`src/serial_pkg.sv`:
```
// Constants shared by the asynchronous serial transceiver
`default_nettype none
package serial_pkg;
  // Register indices on the plain register port
  localparam logic [2:0] ADDR_STATUS = 3'h0;
  localparam logic [2:0] ADDR_DATA   = 3'h1;
  localparam logic [2:0] ADDR_CTL1   = 3'h2;
  localparam logic [2:0] ADDR_CTL2   = 3'h3;
  localparam logic [2:0] ADDR_BAUD   = 3'h4;
  // Status bit positions
  localparam int ST_TX_BUFFER_EMPTY_FLAG = 7;
  localparam int ST_TC   = 6;
  localparam int ST_RX_FULL_FLAG = 5;
  localparam int ST_IDLE = 4;
  localparam int ST_OVR  = 3;
  localparam int ST_NF   = 2;
  localparam int ST_FE   = 1;
  // Control one bit positions
  localparam int C1_R8 = 7;
  localparam int C1_T8 = 6;
  localparam int C1_M  = 4;
  // Control two bit positions
  localparam int C2_TIE  = 7;
  localparam int C2_TX_DONE_IRQ_ON = 6;
  localparam int C2_RIE  = 5;
  localparam int C2_IDLE_IRQ_ON = 4;
  localparam int C2_TE   = 3;
  localparam int C2_RE   = 2;
  localparam int C2_SBK  = 0;
  // Baud select field positions
  localparam int BD_PR_LO = 6;
  localparam int BD_TR_LO = 3;
  localparam int BD_RR_LO = 0;
  // Prescaler values
  localparam logic [10:0] PRE_1  = 11'h001;
  localparam logic [10:0] PRE_3  = 11'h003;
  localparam logic [10:0] PRE_4  = 11'h004;
  localparam logic [10:0] PRE_13 = 11'h00d;
  // Frame and sampling figures
  localparam logic [3:0] LAST_BIT_8 = 4'h9;   // Start, 8 data, stop
  localparam logic [3:0] LAST_BIT_9 = 4'ha;   // Start, 9 data, stop
  localparam logic [3:0] NDATA_8    = 4'h8;
  localparam logic [3:0] NDATA_9    = 4'h9;
  localparam logic [3:0] PH_LAST    = 4'hf;   // Sixteen samples per bit
  localparam logic [3:0] PH_S3      = 4'h2;
  localparam logic [3:0] PH_S5      = 4'h4;
  localparam logic [3:0] PH_S7      = 4'h6;
  localparam logic [3:0] PH_S8      = 4'h7;
  localparam logic [3:0] PH_S9      = 4'h8;
  localparam logic [3:0] PH_S10     = 4'h9;
  localparam logic [7:0] IDLE_TK_8  = 8'ha0;  // 10 bits of 16 samples
  localparam logic [7:0] IDLE_TK_9  = 8'hb0;  // 11 bits of 16 samples
  // Reset values
  localparam logic [7:0] RST_CTL    = 8'h00;
  localparam logic [7:0] RST_BAUD   = 8'h00;
  typedef enum logic [2:0] {
    TX_IDLE  = 3'b001,
    TX_SHIFT = 3'b010,
    TX_MARK  = 3'b100
  } tx_state_t;
  typedef enum logic [2:0] {
    RX_HUNT  = 3'b001,
    RX_START = 3'b010,
    RX_DATA  = 3'b100
  } rx_state_t;
endpackage
`default_nettype wire

```
`src/async_serial_transceiver.sv`:
```
// Asynchronous serial transceiver: registers, baud generators, transmitter, receiver
`default_nettype none
module async_serial_transceiver #(
  parameter int ADDR_W = 3
) (
  input  wire logic              clk,            // 100 MHz clock
  input  wire logic              rstn,           // Async reset, active low
  input  wire logic [ADDR_W-1:0] addr,           // Register index
  input  wire logic [7:0]        wdata,          // Write data
  input  wire logic              wr,             // Write strobe
  input  wire logic              rd,             // Read strobe
  output logic      [7:0]        rdata,          // Read data, cycle after rd
  input  wire logic              cpu_irq_mask,   // CPU interrupt mask bit
  input  wire logic              serial_in_pin,  // Receive line
  output logic                   tx_pin,         // Transmit line
  output logic                   tx_pin_oe,      // Tx line driven
  output logic                   irq             // Interrupt request
);
  // Control and configuration registers
  logic [7:0] ctl1_q, ctl2_q, baud_q, tdr_q, rdr_q, rdata_q;
  logic       r8_q, seen_q, irq_q;
  logic       tx_buffer_empty_flag_q, tc_q, rx_full_flag_q, idle_q, ovr_q, nf_q, fe_q;
  logic       word9, tx_on, rx_on, send_break_ctl;
  assign word9 = ctl1_q[serial_pkg::C1_M];
  assign tx_on = ctl2_q[serial_pkg::C2_TE];
  assign rx_on = ctl2_q[serial_pkg::C2_RE];
  assign send_break_ctl   = ctl2_q[serial_pkg::C2_SBK];

  // Bus decode
  logic wr_data, rd_data, clr_tx, clr_rx;
  assign wr_data = wr && (addr == serial_pkg::ADDR_DATA);
  assign rd_data = rd && (addr == serial_pkg::ADDR_DATA);
  assign clr_tx  = wr_data && seen_q;
  assign clr_rx  = rd_data && seen_q;

  // Rate limit: prescaler times power of two, minus one
  function automatic logic [10:0] baud_limit(input logic [1:0] p, input logic [2:0] d);
    logic [10:0] pr;
    pr = serial_pkg::PRE_1;
    unique case (p)
      2'h0: pr = serial_pkg::PRE_1;
      2'h1: pr = serial_pkg::PRE_3;
      2'h2: pr = serial_pkg::PRE_4;
      2'h3: pr = serial_pkg::PRE_13;
    endcase
    baud_limit = (pr << d) - 11'h001;
  endfunction

  function automatic logic maj3(input logic a, input logic b, input logic c);
    maj3 = (a & b) | (a & c) | (b & c);
  endfunction

  // Sixteen-times sample ticks, tx and rx independent
  logic [10:0] tx_cnt_q, rx_cnt_q, tx_lim, rx_lim;
  logic        tx_tick, rx_tick;
  assign tx_lim  = baud_limit(baud_q[serial_pkg::BD_PR_LO +: 2],
                              baud_q[serial_pkg::BD_TR_LO +: 3]);
  assign rx_lim  = baud_limit(baud_q[serial_pkg::BD_PR_LO +: 2],
                              baud_q[serial_pkg::BD_RR_LO +: 3]);
  assign tx_tick = (tx_cnt_q >= tx_lim);
  assign rx_tick = (rx_cnt_q >= rx_lim);

  // Free-running dividers; changing rates while enabled glitches a bit
  always_ff @(posedge clk or negedge rstn) begin
    if (!rstn) begin
      tx_cnt_q <= '0;
      rx_cnt_q <= '0;
    end else begin
      tx_cnt_q <= tx_tick ? '0 : tx_cnt_q + 11'h001;
      rx_cnt_q <= rx_tick ? '0 : rx_cnt_q + 11'h001;
    end
  end

  // Transmitter state
  serial_pkg::tx_state_t tx_state_q;
  logic [10:0] tx_sh_q;
  logic [3:0]  tx_ph_q, tx_bit_q, tx_last;
  logic        tx_brk_q, tdr_full_q, idle_pend_q, tx_on_prev_q, tx_out_q;
  logic        bit_end, frame_end, slot, te_rise;
  logic        go_mark, take_brk, take_idle, take_tdr, take_dir, launch;
  logic [10:0] load_val;
  assign tx_last   = word9 ? serial_pkg::LAST_BIT_9 : serial_pkg::LAST_BIT_8;
  assign bit_end   = tx_tick && (tx_ph_q == serial_pkg::PH_LAST);
  assign frame_end = bit_end && ((tx_state_q == serial_pkg::TX_MARK) ||
                     ((tx_state_q == serial_pkg::TX_SHIFT) && (tx_bit_q == tx_last)));
  assign slot      = tx_on && ((tx_state_q == serial_pkg::TX_IDLE) || frame_end);
  assign te_rise   = tx_on && !tx_on_prev_q;

  // Next frame choice: break, then idle, then buffer, then a direct write
  always_comb begin
    go_mark   = frame_end && tx_brk_q && !send_break_ctl &&
                (tx_state_q == serial_pkg::TX_SHIFT);
    take_brk  = 1'b0;
    take_idle = 1'b0;
    take_tdr  = 1'b0;
    take_dir  = 1'b0;
    load_val  = '1;
    if (slot && !go_mark) begin
      if (send_break_ctl) begin
        take_brk = 1'b1;
        load_val = '0;
      end else if (idle_pend_q) begin
        take_idle = 1'b1;
        load_val  = '1;
      end else if (tdr_full_q) begin
        take_tdr = 1'b1;
        load_val = {1'b1, ctl1_q[serial_pkg::C1_T8], tdr_q, 1'b0};
      end else if (wr_data && (tx_state_q == serial_pkg::TX_IDLE)) begin
        take_dir = 1'b1;
        load_val = {1'b1, ctl1_q[serial_pkg::C1_T8], wdata, 1'b0};
      end
    end
    if (!word9) begin
      load_val[9] = load_val[10];                       // Stop sits after bit 8
    end
    launch = take_brk || take_idle || take_tdr || take_dir;
  end

  // Transmit sequencer
  always_ff @(posedge clk or negedge rstn) begin
    if (!rstn) begin
      tx_state_q <= serial_pkg::TX_IDLE;
      tx_sh_q    <= '1;
      tx_ph_q    <= '0;
      tx_bit_q   <= '0;
      tx_brk_q   <= 1'b0;
    end else begin
      if (tx_tick) begin
        tx_ph_q <= tx_ph_q + 4'h1;
      end
      if (launch) begin
        tx_state_q <= serial_pkg::TX_SHIFT;
        tx_sh_q    <= load_val;
        tx_ph_q    <= '0;
        tx_bit_q   <= '0;
        tx_brk_q   <= take_brk;
      end else if (go_mark) begin
        tx_state_q <= serial_pkg::TX_MARK;
        tx_ph_q    <= '0;
        tx_brk_q   <= 1'b0;
      end else if (frame_end) begin
        tx_state_q <= serial_pkg::TX_IDLE;
        tx_brk_q   <= 1'b0;
      end else if (bit_end && (tx_state_q == serial_pkg::TX_SHIFT)) begin
        tx_sh_q  <= {1'b1, tx_sh_q[10:1]};
        tx_bit_q <= tx_bit_q + 4'h1;
      end
    end
  end

  // Line level: shifter bit while sending, mark otherwise
  always_ff @(posedge clk or negedge rstn) begin
    if (!rstn) begin
      tx_out_q <= 1'b1;
    end else if (tx_state_q == serial_pkg::TX_SHIFT) begin
      tx_out_q <= tx_sh_q[0];
    end else begin
      tx_out_q <= 1'b1;
    end
  end

  // Transmit buffer and pending idle frame
  always_ff @(posedge clk or negedge rstn) begin
    if (!rstn) begin
      tdr_q        <= '0;
      tdr_full_q   <= 1'b0;
      idle_pend_q  <= 1'b0;
      tx_on_prev_q <= 1'b0;
    end else begin
      tx_on_prev_q <= tx_on;
      if (wr_data) begin
        tdr_q <= wdata;
      end
      if (wr_data && !take_dir) begin
        tdr_full_q <= 1'b1;
      end else if (take_tdr || te_rise) begin
        tdr_full_q <= 1'b0;
      end
      if (te_rise) begin
        idle_pend_q <= 1'b1;
      end else if (take_idle) begin
        idle_pend_q <= 1'b0;
      end
    end
  end

  // Transmit flags; a set in the clearing cycle wins
  always_ff @(posedge clk or negedge rstn) begin
    if (!rstn) begin
      tx_buffer_empty_flag_q <= 1'b1;
      tc_q   <= 1'b1;
    end else begin
      if (take_tdr || take_dir) begin
        tx_buffer_empty_flag_q <= 1'b1;
      end else if (clr_tx) begin
        tx_buffer_empty_flag_q <= 1'b0;
      end
      if (frame_end) begin
        tc_q <= 1'b1;
      end else if (clr_tx) begin
        tc_q <= 1'b0;
      end
    end
  end

  // Receive line synchroniser
  logic rx_meta_q, rx_s_q;
  always_ff @(posedge clk or negedge rstn) begin
    if (!rstn) begin
      rx_meta_q <= 1'b1;
      rx_s_q    <= 1'b1;
    end else begin
      rx_meta_q <= serial_in_pin;
      rx_s_q    <= rx_meta_q;
    end
  end

  // Receiver state
  serial_pkg::rx_state_t rx_state_q;
  logic [8:0] rx_sh_q;
  logic [3:0] rx_ph_q, rx_bit_q, rx_ndata;
  logic [2:0] rx_hist_q;
  logic [7:0] idle_cnt_q, idle_tk;
  logic       s8_q, s9_q, rx_nz_q, nz_hold_q, idle_arm_q;
  logic       at_s10, mval, mdis, rx_done, rx_fe, rx_nz, rx_false, idle_hit;
  assign rx_ndata = word9 ? serial_pkg::NDATA_9 : serial_pkg::NDATA_8;
  assign idle_tk  = word9 ? serial_pkg::IDLE_TK_9 : serial_pkg::IDLE_TK_8;
  assign at_s10   = rx_tick && (rx_ph_q == serial_pkg::PH_S10);
  assign mval     = maj3(s8_q, s9_q, rx_s_q);
  assign mdis     = !((s8_q == s9_q) && (s9_q == rx_s_q));
  assign rx_false = at_s10 && (rx_state_q == serial_pkg::RX_START) && mval;
  assign rx_done  = at_s10 && (rx_state_q == serial_pkg::RX_DATA) &&
                    (rx_bit_q == rx_ndata);
  assign rx_fe    = !mval;
  assign rx_nz    = rx_nz_q || mdis || nz_hold_q;
  assign idle_hit = rx_on && idle_arm_q && (idle_cnt_q == idle_tk);

  // Receive sequencer, sixteen samples per bit
  always_ff @(posedge clk or negedge rstn) begin
    if (!rstn) begin
      rx_state_q <= serial_pkg::RX_HUNT;
      rx_hist_q  <= '0;
      rx_ph_q    <= '0;
      rx_bit_q   <= '0;
      rx_sh_q    <= '0;
      s8_q       <= 1'b0;
      s9_q       <= 1'b0;
      rx_nz_q    <= 1'b0;
    end else if (!rx_on) begin
      rx_state_q <= serial_pkg::RX_HUNT;
      rx_hist_q  <= '0;                                  // Needs a one before an edge
    end else if (rx_tick) begin
      rx_ph_q <= rx_ph_q + 4'h1;
      if (rx_ph_q == serial_pkg::PH_S8) begin
        s8_q <= rx_s_q;
      end
      if (rx_ph_q == serial_pkg::PH_S9) begin
        s9_q <= rx_s_q;
      end
      unique case (rx_state_q)
        serial_pkg::RX_HUNT: begin
          rx_hist_q <= {rx_hist_q[1:0], rx_s_q};
          if (!rx_s_q && rx_hist_q[0]) begin
            rx_state_q <= serial_pkg::RX_START;
            rx_ph_q    <= 4'h1;                          // Edge is sample one
            rx_nz_q    <= (rx_hist_q != 3'b111);
          end
        end
        serial_pkg::RX_START: begin
          if (rx_s_q && ((rx_ph_q == serial_pkg::PH_S3) || (rx_ph_q == serial_pkg::PH_S5) ||
                         (rx_ph_q == serial_pkg::PH_S7))) begin
            rx_nz_q <= 1'b1;
          end
          if (at_s10) begin
            if (mval) begin
              rx_state_q <= serial_pkg::RX_HUNT;
              rx_hist_q  <= 3'b111;
            end else begin
              rx_state_q <= serial_pkg::RX_DATA;
              rx_bit_q   <= '0;
              rx_nz_q    <= rx_nz_q || mdis;
            end
          end
        end
        serial_pkg::RX_DATA: begin
          if (at_s10) begin
            if (rx_bit_q == rx_ndata) begin
              rx_state_q <= serial_pkg::RX_HUNT;         // Stop sampled mid-bit
              rx_hist_q  <= {3{mval}};
            end else begin
              rx_sh_q  <= {mval, rx_sh_q[8:1]};
              rx_bit_q <= rx_bit_q + 4'h1;
              rx_nz_q  <= rx_nz_q || mdis;
            end
          end
        end
      endcase
    end
  end

  // Idle frame detector, armed by enable or after a character
  always_ff @(posedge clk or negedge rstn) begin
    if (!rstn) begin
      idle_cnt_q <= '0;
      idle_arm_q <= 1'b0;
    end else begin
      if (!rx_on || (rx_state_q != serial_pkg::RX_HUNT) || !rx_s_q) begin
        idle_cnt_q <= '0;
      end else if (rx_tick && (idle_cnt_q != idle_tk)) begin
        idle_cnt_q <= idle_cnt_q + 8'h01;
      end
      if (!rx_on || rx_done) begin
        idle_arm_q <= 1'b1;
      end else if (idle_hit) begin
        idle_arm_q <= 1'b0;
      end
    end
  end

  // Receive buffer and flags; a set in the clearing cycle wins
  always_ff @(posedge clk or negedge rstn) begin
    if (!rstn) begin
      rdr_q     <= '0;
      r8_q      <= 1'b0;
      rx_full_flag_q    <= 1'b0;
      ovr_q     <= 1'b0;
      nf_q      <= 1'b0;
      fe_q      <= 1'b0;
      idle_q    <= 1'b0;
      nz_hold_q <= 1'b0;
    end else begin
      if (rx_false) begin
        nz_hold_q <= 1'b1;
      end else if (rx_done && !rx_full_flag_q) begin
        nz_hold_q <= 1'b0;
      end
      if (rx_done && !rx_full_flag_q) begin
        rdr_q  <= word9 ? rx_sh_q[7:0] : rx_sh_q[8:1];
        r8_q   <= word9 & rx_sh_q[8];
        rx_full_flag_q <= 1'b1;
        nf_q   <= rx_nz;
        fe_q   <= rx_fe;
      end else if (clr_rx) begin
        rx_full_flag_q <= 1'b0;
        nf_q   <= 1'b0;
        fe_q   <= 1'b0;
      end
      if (rx_done && rx_full_flag_q) begin
        ovr_q <= 1'b1;
      end else if (clr_rx) begin
        ovr_q <= 1'b0;
      end
      if (idle_hit) begin
        idle_q <= 1'b1;
      end else if (clr_rx) begin
        idle_q <= 1'b0;
      end
    end
  end

  // Register writes and the status-access latch
  always_ff @(posedge clk or negedge rstn) begin
    if (!rstn) begin
      ctl1_q <= serial_pkg::RST_CTL;
      ctl2_q <= serial_pkg::RST_CTL;
      baud_q <= serial_pkg::RST_BAUD;
      seen_q <= 1'b0;
    end else begin
      if (wr && (addr == serial_pkg::ADDR_CTL1)) begin
        ctl1_q <= wdata;
      end
      if (wr && (addr == serial_pkg::ADDR_CTL2)) begin
        ctl2_q <= wdata;
      end
      if (wr && (addr == serial_pkg::ADDR_BAUD)) begin
        baud_q <= wdata;
      end
      if ((rd || wr) && (addr == serial_pkg::ADDR_STATUS)) begin
        seen_q <= 1'b1;
      end else if (rd_data || wr_data) begin
        seen_q <= 1'b0;
      end
    end
  end

  // Read data, valid the cycle after the strobe; unmapped reads give zero
  always_ff @(posedge clk or negedge rstn) begin
    if (!rstn) begin
      rdata_q <= '0;
    end else if (rd) begin
      rdata_q <= '0;
      unique case (addr)
        serial_pkg::ADDR_STATUS: rdata_q <= {tx_buffer_empty_flag_q, tc_q, rx_full_flag_q, idle_q,
                                             ovr_q, nf_q, fe_q, 1'b0};
        serial_pkg::ADDR_DATA:   rdata_q <= rdr_q;
        serial_pkg::ADDR_CTL1: begin
          rdata_q <= ctl1_q;
          rdata_q[serial_pkg::C1_R8] <= r8_q;
        end
        serial_pkg::ADDR_CTL2:   rdata_q <= ctl2_q;
        serial_pkg::ADDR_BAUD:   rdata_q <= baud_q;
        default:                 rdata_q <= '0;
      endcase
    end
  end

  // Interrupt request, registered; noise and framing have no own source
  always_ff @(posedge clk or negedge rstn) begin
    if (!rstn) begin
      irq_q <= 1'b0;
    end else begin
      irq_q <= !cpu_irq_mask &&
               ((tx_buffer_empty_flag_q && ctl2_q[serial_pkg::C2_TIE]) ||
                (tc_q && ctl2_q[serial_pkg::C2_TX_DONE_IRQ_ON]) ||
                ((rx_full_flag_q || ovr_q) && ctl2_q[serial_pkg::C2_RIE]) ||
                (idle_q && ctl2_q[serial_pkg::C2_IDLE_IRQ_ON]));
    end
  end

  assign rdata     = rdata_q;
  assign tx_pin    = tx_out_q;
  assign tx_pin_oe = tx_on || rx_on;
  assign irq       = irq_q;
endmodule
`default_nettype wire

```
`config.mk`:
```
export PLATFORM = sky130hd
export DESIGN_NAME = async_serial_transceiver
export DESIGN_NICKNAME = d
export VERILOG_FILES = /design/src/serial_pkg.sv /design/src/async_serial_transceiver.sv
export SDC_FILE = /design/constraint.sdc
export NUM_CORES = 1
export LEC_CHECK = 0
export BUFFER_PORTS_ARGS = -buffer_cell sky130_fd_sc_hd__buf_4
export CAP_MARGIN = 10
export CORE_MARGIN = 8
export CORE_UTILIZATION = 36
export CTS_CLUSTER_DIAMETER = 80
export DETAILED_ROUTE_END_ITERATION = 16
export HOLD_SLACK_MARGIN = 0.02
export PLACE_DENSITY_LB_ADDON = 0.25
export SETUP_SLACK_MARGIN = 0.3
export SYNTH_ARGS = -nofsm -noshare
export SYNTH_HDL_FRONTEND = slang
export SYNTH_SLANG_ARGS = --single-unit
```
`constraint.sdc`:
```
create_clock -name clk -period 4.39 [get_ports clk]
set_input_delay 0.878 -clock clk [delete_from_list [all_inputs] [get_ports clk]]
set_output_delay 0.878 -clock clk [all_outputs]
set_load 0.02 [all_outputs]
```
### Yosys cells after proc, flatten, opt, wreduce, memory -nomap -nowiden

Cells that the tools add are included.
Widths: inputs -> output; s select.

* input bits: 17
* word-level logic and storage cells: 292
* register bits after elaboration: 144
* output and inout bits: 11

* $add $sub $neg: 9
* equality and inequality tests: 41
* reduce and logical (&&, ||, !) cells: 95
* $lt $le $gt $ge: 2
* shifts and indexed selects: 2
* bitwise logic cells: 7
* multiplexer cells: 96

Operators by type and width (count)
* $mux 11: 8
* $mux 4: 13
* $mux 3: 16
* $mux 1: 45
* $pmux 11 s4: 1
* $pmux 8 s5: 1
* $logic_and 1x1->1: 38
* $mux 10: 3
* $reduce_bool 2->1: 13
* $mux 8: 3
* $add 11x1->11 const B: 2
* $ge 11x11->1: 2
* $shl 11x3->11: 2
* $sub 11x1->11 const B: 2
* $logic_or 1x1->1: 21
* $reduce_and 5->1: 4
* $pmux 3 s3: 2
* $add 4x1->4 const B: 4
* $ne 3x3->1 const B: 5
* $eq 3x2->1 const B: 4
* $eq 4x3->1 const B: 3
* $eq 4x4->1 const B: 3
* $logic_not 1->1: 10
* $ne 2x2->1 const B: 5
* other kinds (26): 42

### Logic depth before layout (Yosys ltp)

Gate-level depths: netlist of the first run.

* word-level depth: 18
* mapped depth: 23
* depth with buffers taken out: 20

### Worst setup path before layout of the first run

Ideal clock, no wire load.

* kind: register to register
* from: reg baud_q[1]
* to: reg rx_sh_q[0]
* arrival time: 4.022 ns
* setup time: 0.125 ns
* buffers on the path: 3
* required time: 4.265 ns
* stages on the path, launching flop included: 18
* slack: 0.244 ns
* clock period less this slack: 4.146 ns
* path through: dfrtp_1 -> clkbuf_1 -> clkbuf_1 -> or4_1 -> ha_1 -> clkbuf_1 -> maj3_1 -> o32ai_1 -> a221oi_1 -> nand2_1 -> o21ai_0 -> ha_1 -> and4_1 -> nand3_1 -> o21ai_0 -> o21a_1 -> nand4_1 -> mux2_2

* longest elaborated chain between the ends: 5

Ends and longest elaborated chain
* from (decl): RTL line async_serial_transceiver.sv:20 `logic [7:0] ctl1_q, ctl2_q, baud_q, tdr_q, rdr_q, rdata_q;`
* from (signal assigned): RTL line async_serial_transceiver.sv:366 `baud_q <= serial_pkg::RST_BAUD;`
* from (signal assigned): RTL line async_serial_transceiver.sv:376 `baud_q <= wdata;`
* $shl 11x3->11 (*): RTL line async_serial_transceiver.sv:46 `baud_limit = (pr << d) - 11'h001;`
* $sub 11x1->11 (*): RTL line async_serial_transceiver.sv:46
* $ge 11x11->1 (*): RTL line async_serial_transceiver.sv:61 `assign rx_tick = (rx_cnt_q >= rx_lim);`
* $logic_and 1x1->1: RTL line async_serial_transceiver.sv:228 `assign at_s10 = rx_tick && (rx_ph_q == serial_pkg::PH_S10);`
* $reduce_and 5->1 (no line) (*)
* to (signal assigned): RTL line async_serial_transceiver.sv:291 `rx_sh_q <= {mval, rx_sh_q[8:1]};`
* to (decl): RTL line async_serial_transceiver.sv:220 `logic [8:0] rx_sh_q;`

Every way passes the cells marked *; elsewhere a longest branch is shown, timed or not.
A chain may end at the register's enable or synchronous reset.

### Final worst setup path of the first run

* from: reg baud_q[7]
* to: reg tx_ph_q[1]

* longest elaborated chain between the ends: 17
* elaborated cells on any way between the ends: 27

Ends and longest elaborated chain
* $eq 2x2->1 (tied with other cells): RTL line async_serial_transceiver.sv:40 `unique case (p)`
* $pmux 11 s4 (*): RTL line async_serial_transceiver.sv:40
* $shl 11x3->11 (*): RTL line async_serial_transceiver.sv:46
* $sub 11x1->11 (*): RTL line async_serial_transceiver.sv:46
* $ge 11x11->1 (*): RTL line async_serial_transceiver.sv:60 `assign tx_tick = (tx_cnt_q >= tx_lim);`
* $logic_and 1x1->1: RTL line async_serial_transceiver.sv:83 `assign bit_end = tx_tick && (tx_ph_q == serial_pkg::PH_LAST);`
* $logic_and 1x1->1: RTL line async_serial_transceiver.sv:84 `assign frame_end = bit_end && ((tx_state_q == serial_pkg::TX_MARK) ||`
* $logic_and 1x1->1 (3 in a row): RTL line async_serial_transceiver.sv:91 `go_mark = frame_end && tx_brk_q && !send_break_ctl &&`
* $logic_not 1->1: RTL line async_serial_transceiver.sv:98 `if (slot && !go_mark) begin`
* $logic_and 1x1->1: RTL line async_serial_transceiver.sv:98
* $mux 1: RTL line async_serial_transceiver.sv:98
* $logic_or 1x1->1 (3 in a row): RTL line async_serial_transceiver.sv:116 `launch = take_brk || take_idle || take_tdr || take_dir;`
* $reduce_bool 3->1 (no line) / $mux 4 (equally long branches)
* to (signal assigned): RTL line async_serial_transceiver.sv:129 `tx_ph_q <= tx_ph_q + 4'h1;`
* to (decl): RTL line async_serial_transceiver.sv:77 `logic [3:0] tx_ph_q, tx_bit_q, tx_last;`

Every way passes the cells marked *; elsewhere a longest branch is shown, timed or not. The select of a mux whose other input is x is not followed.

==> metrics, run 1 <==
status complete, no violations; Distinct cells, synth 67; most frequent cells in the layout dfrtp_1 (126), nand2_1 (107), o21ai_0 (77), nor2_1 (65), buf_4 (54); FF-to-FF Start baud_q[7]; Mapped Avg Cell Area 9.214 sq um; CP Class reg -> reg; PwrDens 511.8 nW/um^2; GP Congestion 0.8154; row count 56; number of synthesized flops with an enable pin 0; r2r endpoint tx_ph_q[1]; Primary FF master, synth dfrtp_1; crit path DAT 4220 ps; final period utilization 88.77%; Hold Crit Class reg -> reg; die width 168.6 um; max-cap viol count 0; hold path startpoint rx_meta_q; Total Wirelength 19,760 um; 1st-pass router iterations 5; CTS tree yes; aggregate global routing overflow 0; r2r setup slk 490 ps; layout cells sized above 1 17.49%; non-filler cells, final 1,268; Lkg Pwr 4.297 nW; R2R cell count 18; initial drt markers 461; CP Launch Type flop; vias in the first global route 6,440; RSZ-0062 raised after global routing true; WL/cell 15.58 um; worst-skew pair later-pin latency 430 ps; peak supply drop 0.2782 mV; worst setup path endpoint tx_ph_q[1]; total track usage 14.23%; first-pass GRT wire length 33,220 um; Inst Count DP 1,229; cell area after placement 8995 sq um; commonest non-fill, non-tap cell in the layout dfrtp_1; I/O pin count 28; sequential-to-total area share from yosys stat 43.25%; Die H 168.6 um; die area 28,430 sq um; Peak Freq 0.2566 GHz; post-layout util 41.96%; Antenna diodes 0; core area 23,190 sq um; initial core utilization 36.15%; final worst clock skew 13.74 ps; worst slew pin tran 849.9 ps; Crit Path Max Fanout 8; CTS clk-pin slew, worst paths 70 ps; Setup TNS 0 ps; Final nets 990; CP Capture Type flop; crit path from baud_q[7]; Num Clock Sinks 144; Post-Syn Area 8384 sq um; final setup vio count 0; cell taking the most area after synthesis dfrtp_1; buffer depth of the longest clock path 2; Final Hold Vio Count 0; hold buffer count at cts 0; Yosys reg bits 144; Area Growth Syn to Fin 16.06%; via/cell ratio 5.188; DRC errors left 0; max_slew headroom 43.34%; Yosys top cell area share 37.61%; fin area 9731 sq um; minimum clock period 3897 ps; FFs w/ async S/R, synth 100.0%; htree depth 4; Root Driver clkbuf_16; Yosys warning count 0; syn nets 964; pin count of the biggest net entering global routing 92; dpl hpwl 13,640 um; Port Buffer Count 27; Worst Path Required 4710 ps; Via Count 6,579; post-route ant nets 0; CTS Buf Count 17; ranking of synthesized cells by area dfrtp_1 (38%), dfstp_2 (5.6%), ha_1 (5.5%), nand2_1 (4.8%), o21ai_0 (4.8%); Cells after Synth 910; Final Max Tran Viols 0; initial antenna violation count 0
[worst max-delay path, stage by stage, from the launching register on]
cell,delay [ps]
dfrtp_1,390
inv_1,80
nor2_1,70
or4_4,450
ha_4,210
buf_2,170
o41ai_2,350
a21oi_1,70
a21oi_1,150
a31oi_1,60
ha_1,310
a21oi_1,60
o21ai_0,180
nand2b_1,130
buf_4,160
and2_1,190
or4_1,590
nand3_1,120
a21oi_1,60
[flip-flops by register name, summed over array words and instances, names as in the netlist, 3 cells and up]
register    flops
tx_cnt_q       11
idle_cnt_q      8
rx_cnt_q       11
baud_q          8
rdata           8
ctl2_q          8
rx_ph_q         4
rdr_q           8
rx_hist_q       3
rx_bit_q        4
tx_state_q      3
rx_sh_q         9
tx_ph_q         4
ctl1_q          7
tx_sh_q        11
rx_state_q      3
tx_bit_q        4
tdr_q           8
[cell usage after synthesis, types with 3 or more instances]
cell type,n
o21ai_0,80
or4_1,5
clkbuf_1,46
and2_1,7
o21a_1,5
xnor2_1,9
nand2b_1,12
a21o_1,3
a21boi_0,8
and3_1,14
inv_1,30
nor2b_1,18
nor3_1,16
o2bb2ai_1,10
buf_1,4
a21oi_1,54
mux2_2,33
dfrtp_1,126
nand2_1,107
ha_1,37
nand3_1,33
o31ai_1,4
nand4_1,15
or2_2,3
xor2_1,18
o21bai_1,4
a31o_2,6
a31oi_1,8
nor2_1,65
and4_1,3
a221oi_1,4
o22ai_1,9
a22oi_1,5
o41ai_1,3
dfstp_2,18
a22o_1,3
a32o_1,3
mux2i_1,35
o21ai_1,4
nor3b_1,6
[kinds of logic (layout without fill, tap and decap cells)]
logic type	after synthesis	in the layout	share of synthesized area (%)
xor+xnor	27	27	2.821
compound gates	231	231	17.34
buf+inv	85	124	3.970
mux	68	68	8.611
simple gates	317	317	18.37
fa+ha+maj	38	38	5.641
flops	144	144	43.25
[area by class of cell]
cell class	count	area (sq um)
Clock inverter	15	187.7
Clock buffer	17	425.4
Multi-Input combinational cell	681	4496
Sequential cell	144	3626
Timing Repair Buffer	61	480.5
Tap cell	319	399.1
Inverter	31	116.4
Fill cell	2245	13460
[how the worst min path moves through the flow]
stage,to,slack [ps],cells after the start
after global placement,rx_s_q,350,0
after global routing,rx_s_q,360,0
after CTS,rx_s_q,360,0
after floorplan,rx_s_q,350,0
after detailed placement,rx_s_q,350,0
final,rx_s_q,360,0
[stage by stage]
stage	hold WS (ps)	setup slack (ps)	power, mW
floorplan	345.2	328.7	2.996
global placement	348.2	449.8	3.459
detailed placement	348.8	373.7	3.480
CTS	359.5	345.4	4.968
global route	360.1	280.0	5.332
finish	359.4	492.8	4.980
[power by group]
part | switching (mW) | leakage [nW] | internal [mW] | total (mW)
Sequential | 0.263 | 1.82 | 1.64 | 1.91
Clock | 0.693 | 0.294 | 0.773 | 1.47
Combinational | 0.912 | 2.18 | 0.695 | 1.61
[timing repair]
action                     CTS  global route
setup buffers                0             6
gates resized for setup      0            17
setup endpoints to repair    0            65
hold endpoints to repair     0             0
[per-layer routing]
metal	vias up	GRT usage, %	part of all wire, %
met5	-	0	0
met4	0	4.697	1.7
met3	20	2.702	2.9
met2	90	22.67	47
met1	3158	19.16	49
li1	3311	-	-
Note: power is estimated with default switching activity, not from simulation.
==> run 2: changes to the inputs <==
Clock period 4.39 ns to 3.25 ns, I/O delays scaled along.
==> metrics, run 2 (synthesis gave the netlist of run 1 again) <==
CTS tree yes; Max stage delay cell, worst path or4_4; Crit Path Max Fanout 7; dpl hpwl 14,360 um; Die H 168.6 um; CP Launch Type flop; Final nets 1,052; max_slew headroom 39.27%; row count 56; WHS 126.2 ps; status complete, but fails checks; failing checks negative setup slack; RSZ-0062 raised after global routing true; Num Clock Sinks 144; 1st-pass router iterations 5; PwrDens 717.1 nW/um^2; buffer depth of the longest clock path 2; I/O pin count 28; hold buffer count at cts 0; initial drt markers 376; worst slack, placed -413.0 ps; die width 168.6 um; Crit path largest cell delay 510 ps; final worst clock skew 16.66 ps; worst-skew pair later-pin latency 440 ps; Peak Freq 0.2738 GHz; die area 28,430 sq um; minimum clock period 3652 ps; CP Class reg -> reg; final period utilization 112.4%; crit path DAT 3980 ps; worst slew pin tran 910.9 ps; via/cell ratio 5.329; CTS Buf Count 17; Worst Path Required 3580 ps; CP most frequent cell buf_6; total track usage 15.74%; CP Capture Type flop; Area Growth Syn to Fin 30.74%; Inst Count DP 1,259; vias in the first global route 6,898; Final Hold Vio Count 0; aggregate global routing overflow 0; max-cap viol count 0; WL/cell 16.62 um; Total Wirelength 22,100 um; initial core utilization 36.15%; setup ws final -401.8 ps; Root Driver clkbuf_16; htree depth 4; core area 23,190 sq um; most frequent cells in the layout dfrtp_1 (126), nand2_1 (100), buf_4 (83), o21ai_0 (49), nor2_1 (48); non-filler cells, final 1,330; Lkg Pwr 4.790 nW; Hold Crit Class in -> async; first-pass GRT wire length 36,450 um; cells along the critical path inv_2 > nor2_2 > buf_6 > or4_4 > ha_4 > buf_6 > o21ai_2 > a221oi_2 > a21oi_1 > a31oi_1 > ha_1 > a21oi_1 > o21ai_1 > nand2b_1 > buf_6 > buf_4 > and2_4 > or4_4 > nand3_2 > a21oi_2; pin count of the biggest net entering global routing 67; Register Area 3626 sq um; GP Congestion 0.8085; layout cells sized above 1 30.27%; peak supply drop 0.3788 mV; initial antenna violation count 0; CTS clk-pin slew, worst paths 70 ps; DRC errors left 0; Multi-input gate area 5016 sq um; Antenna diodes 0; total power 7.861 mW; Setup TNS -21,170 ps; Largest regs rx_cnt_q (11), tx_cnt_q (11), tx_sh_q (11); final setup vio count 96; Final Max Tran Viols 0; commonest non-fill, non-tap cell in the layout dfrtp_1; Via Count 7,088; Port Buffer Count 27; post-route ant nets 0; fillers 2,150
## run 2: changes by cell type in the layout (fill, tap and decap cells not counted), sizes merged
| cell | previous run | this run |
|---|---|---|
| clkbuf | 17 | 18 |
| clkinvlp | 1 | 0 |
| clkinv | 9 | 5 |
| inv | 36 | 38 |
| buf | 61 | 120 |
| bufinv | 0 | 3 |
| nand3 | 33 | 34 |
| bufbuf | 0 | 1 |
## run 2: layer usage
layer / GRT usage (%) / share of wire (%) / vias up
li1: - / - / 3440
met1: 21.72 / 48 / 3498
met2: 25.14 / 48 / 132
met3: 2.679 / 3.2 / 18
met4: 4.154 / 1.0 / 0
met5: 0 / 0 / -
## run 2: metrics by stage
step	cell area (sq um)	util, %
floorplan	8615	-
global placement	9361	40.36
detailed placement	9361	40.36
CTS	10630	45.84
global route	10960	47.26
finish	10960	47.26
## run 2: final timing paths
| path | from | to | slack (ps) | cells after the start |
|---|---|---|---|---|
| max reg2reg | baud_q[7] | tx_ph_q[1] | -400 | 20 |
| min | rstn | tdr_q[3] | 130 | 1 |
| min in group clk | serial_in_pin | rx_meta_q | 310 | 1 |
| max in group asynchronous | rstn | idle_cnt_q[6] | 2280 | 2 |
| max | baud_q[7] | tx_ph_q[1] | -400 | 20 |
| min reg2reg | rx_meta_q | rx_s_q | 360 | 0 |
## run 2: critical path: cells and delay by family (launching register included)
| family | cells | cell delay, ps |
|---|---|---|
| AOI/OAI and AO/OA | 7 | 650 |
| adders and majority gates | 2 | 520 |
| buffers and inverters | 5 | 580 |
| DFF | 1 | 380 |
| and+or+nand+nor | 6 | 1420 |
## run 2: power by group
| part | switching, mW | internal, mW |
|---|---|---|
| combinational | 1.61 | 1.51 |
| sequential | 0.379 | 2.22 |
| clock | 0.893 | 1.25 |
| total | 2.88 | 4.98 |
## run 2: final cells by class
cell class	instances	area share [%]
clock inverter	15	1.963
multi-input combinational	682	45.76
timing repair buffer	122	10.62
clock buffer	17	3.881
sequential	144	33.08
tap	319	3.641
inverter	31	1.062
## run 2: repair_timing
| action | 4_1_cts | 5_1_grt |
|---|---|---|
| pin swaps | 32 | 17 |
| gates resized for setup | 95 | 64 |
| setup endpoints to repair | 98 | 98 |
| setup buffers | 17 | 12 |
| gates cloned | 10 | 0 |
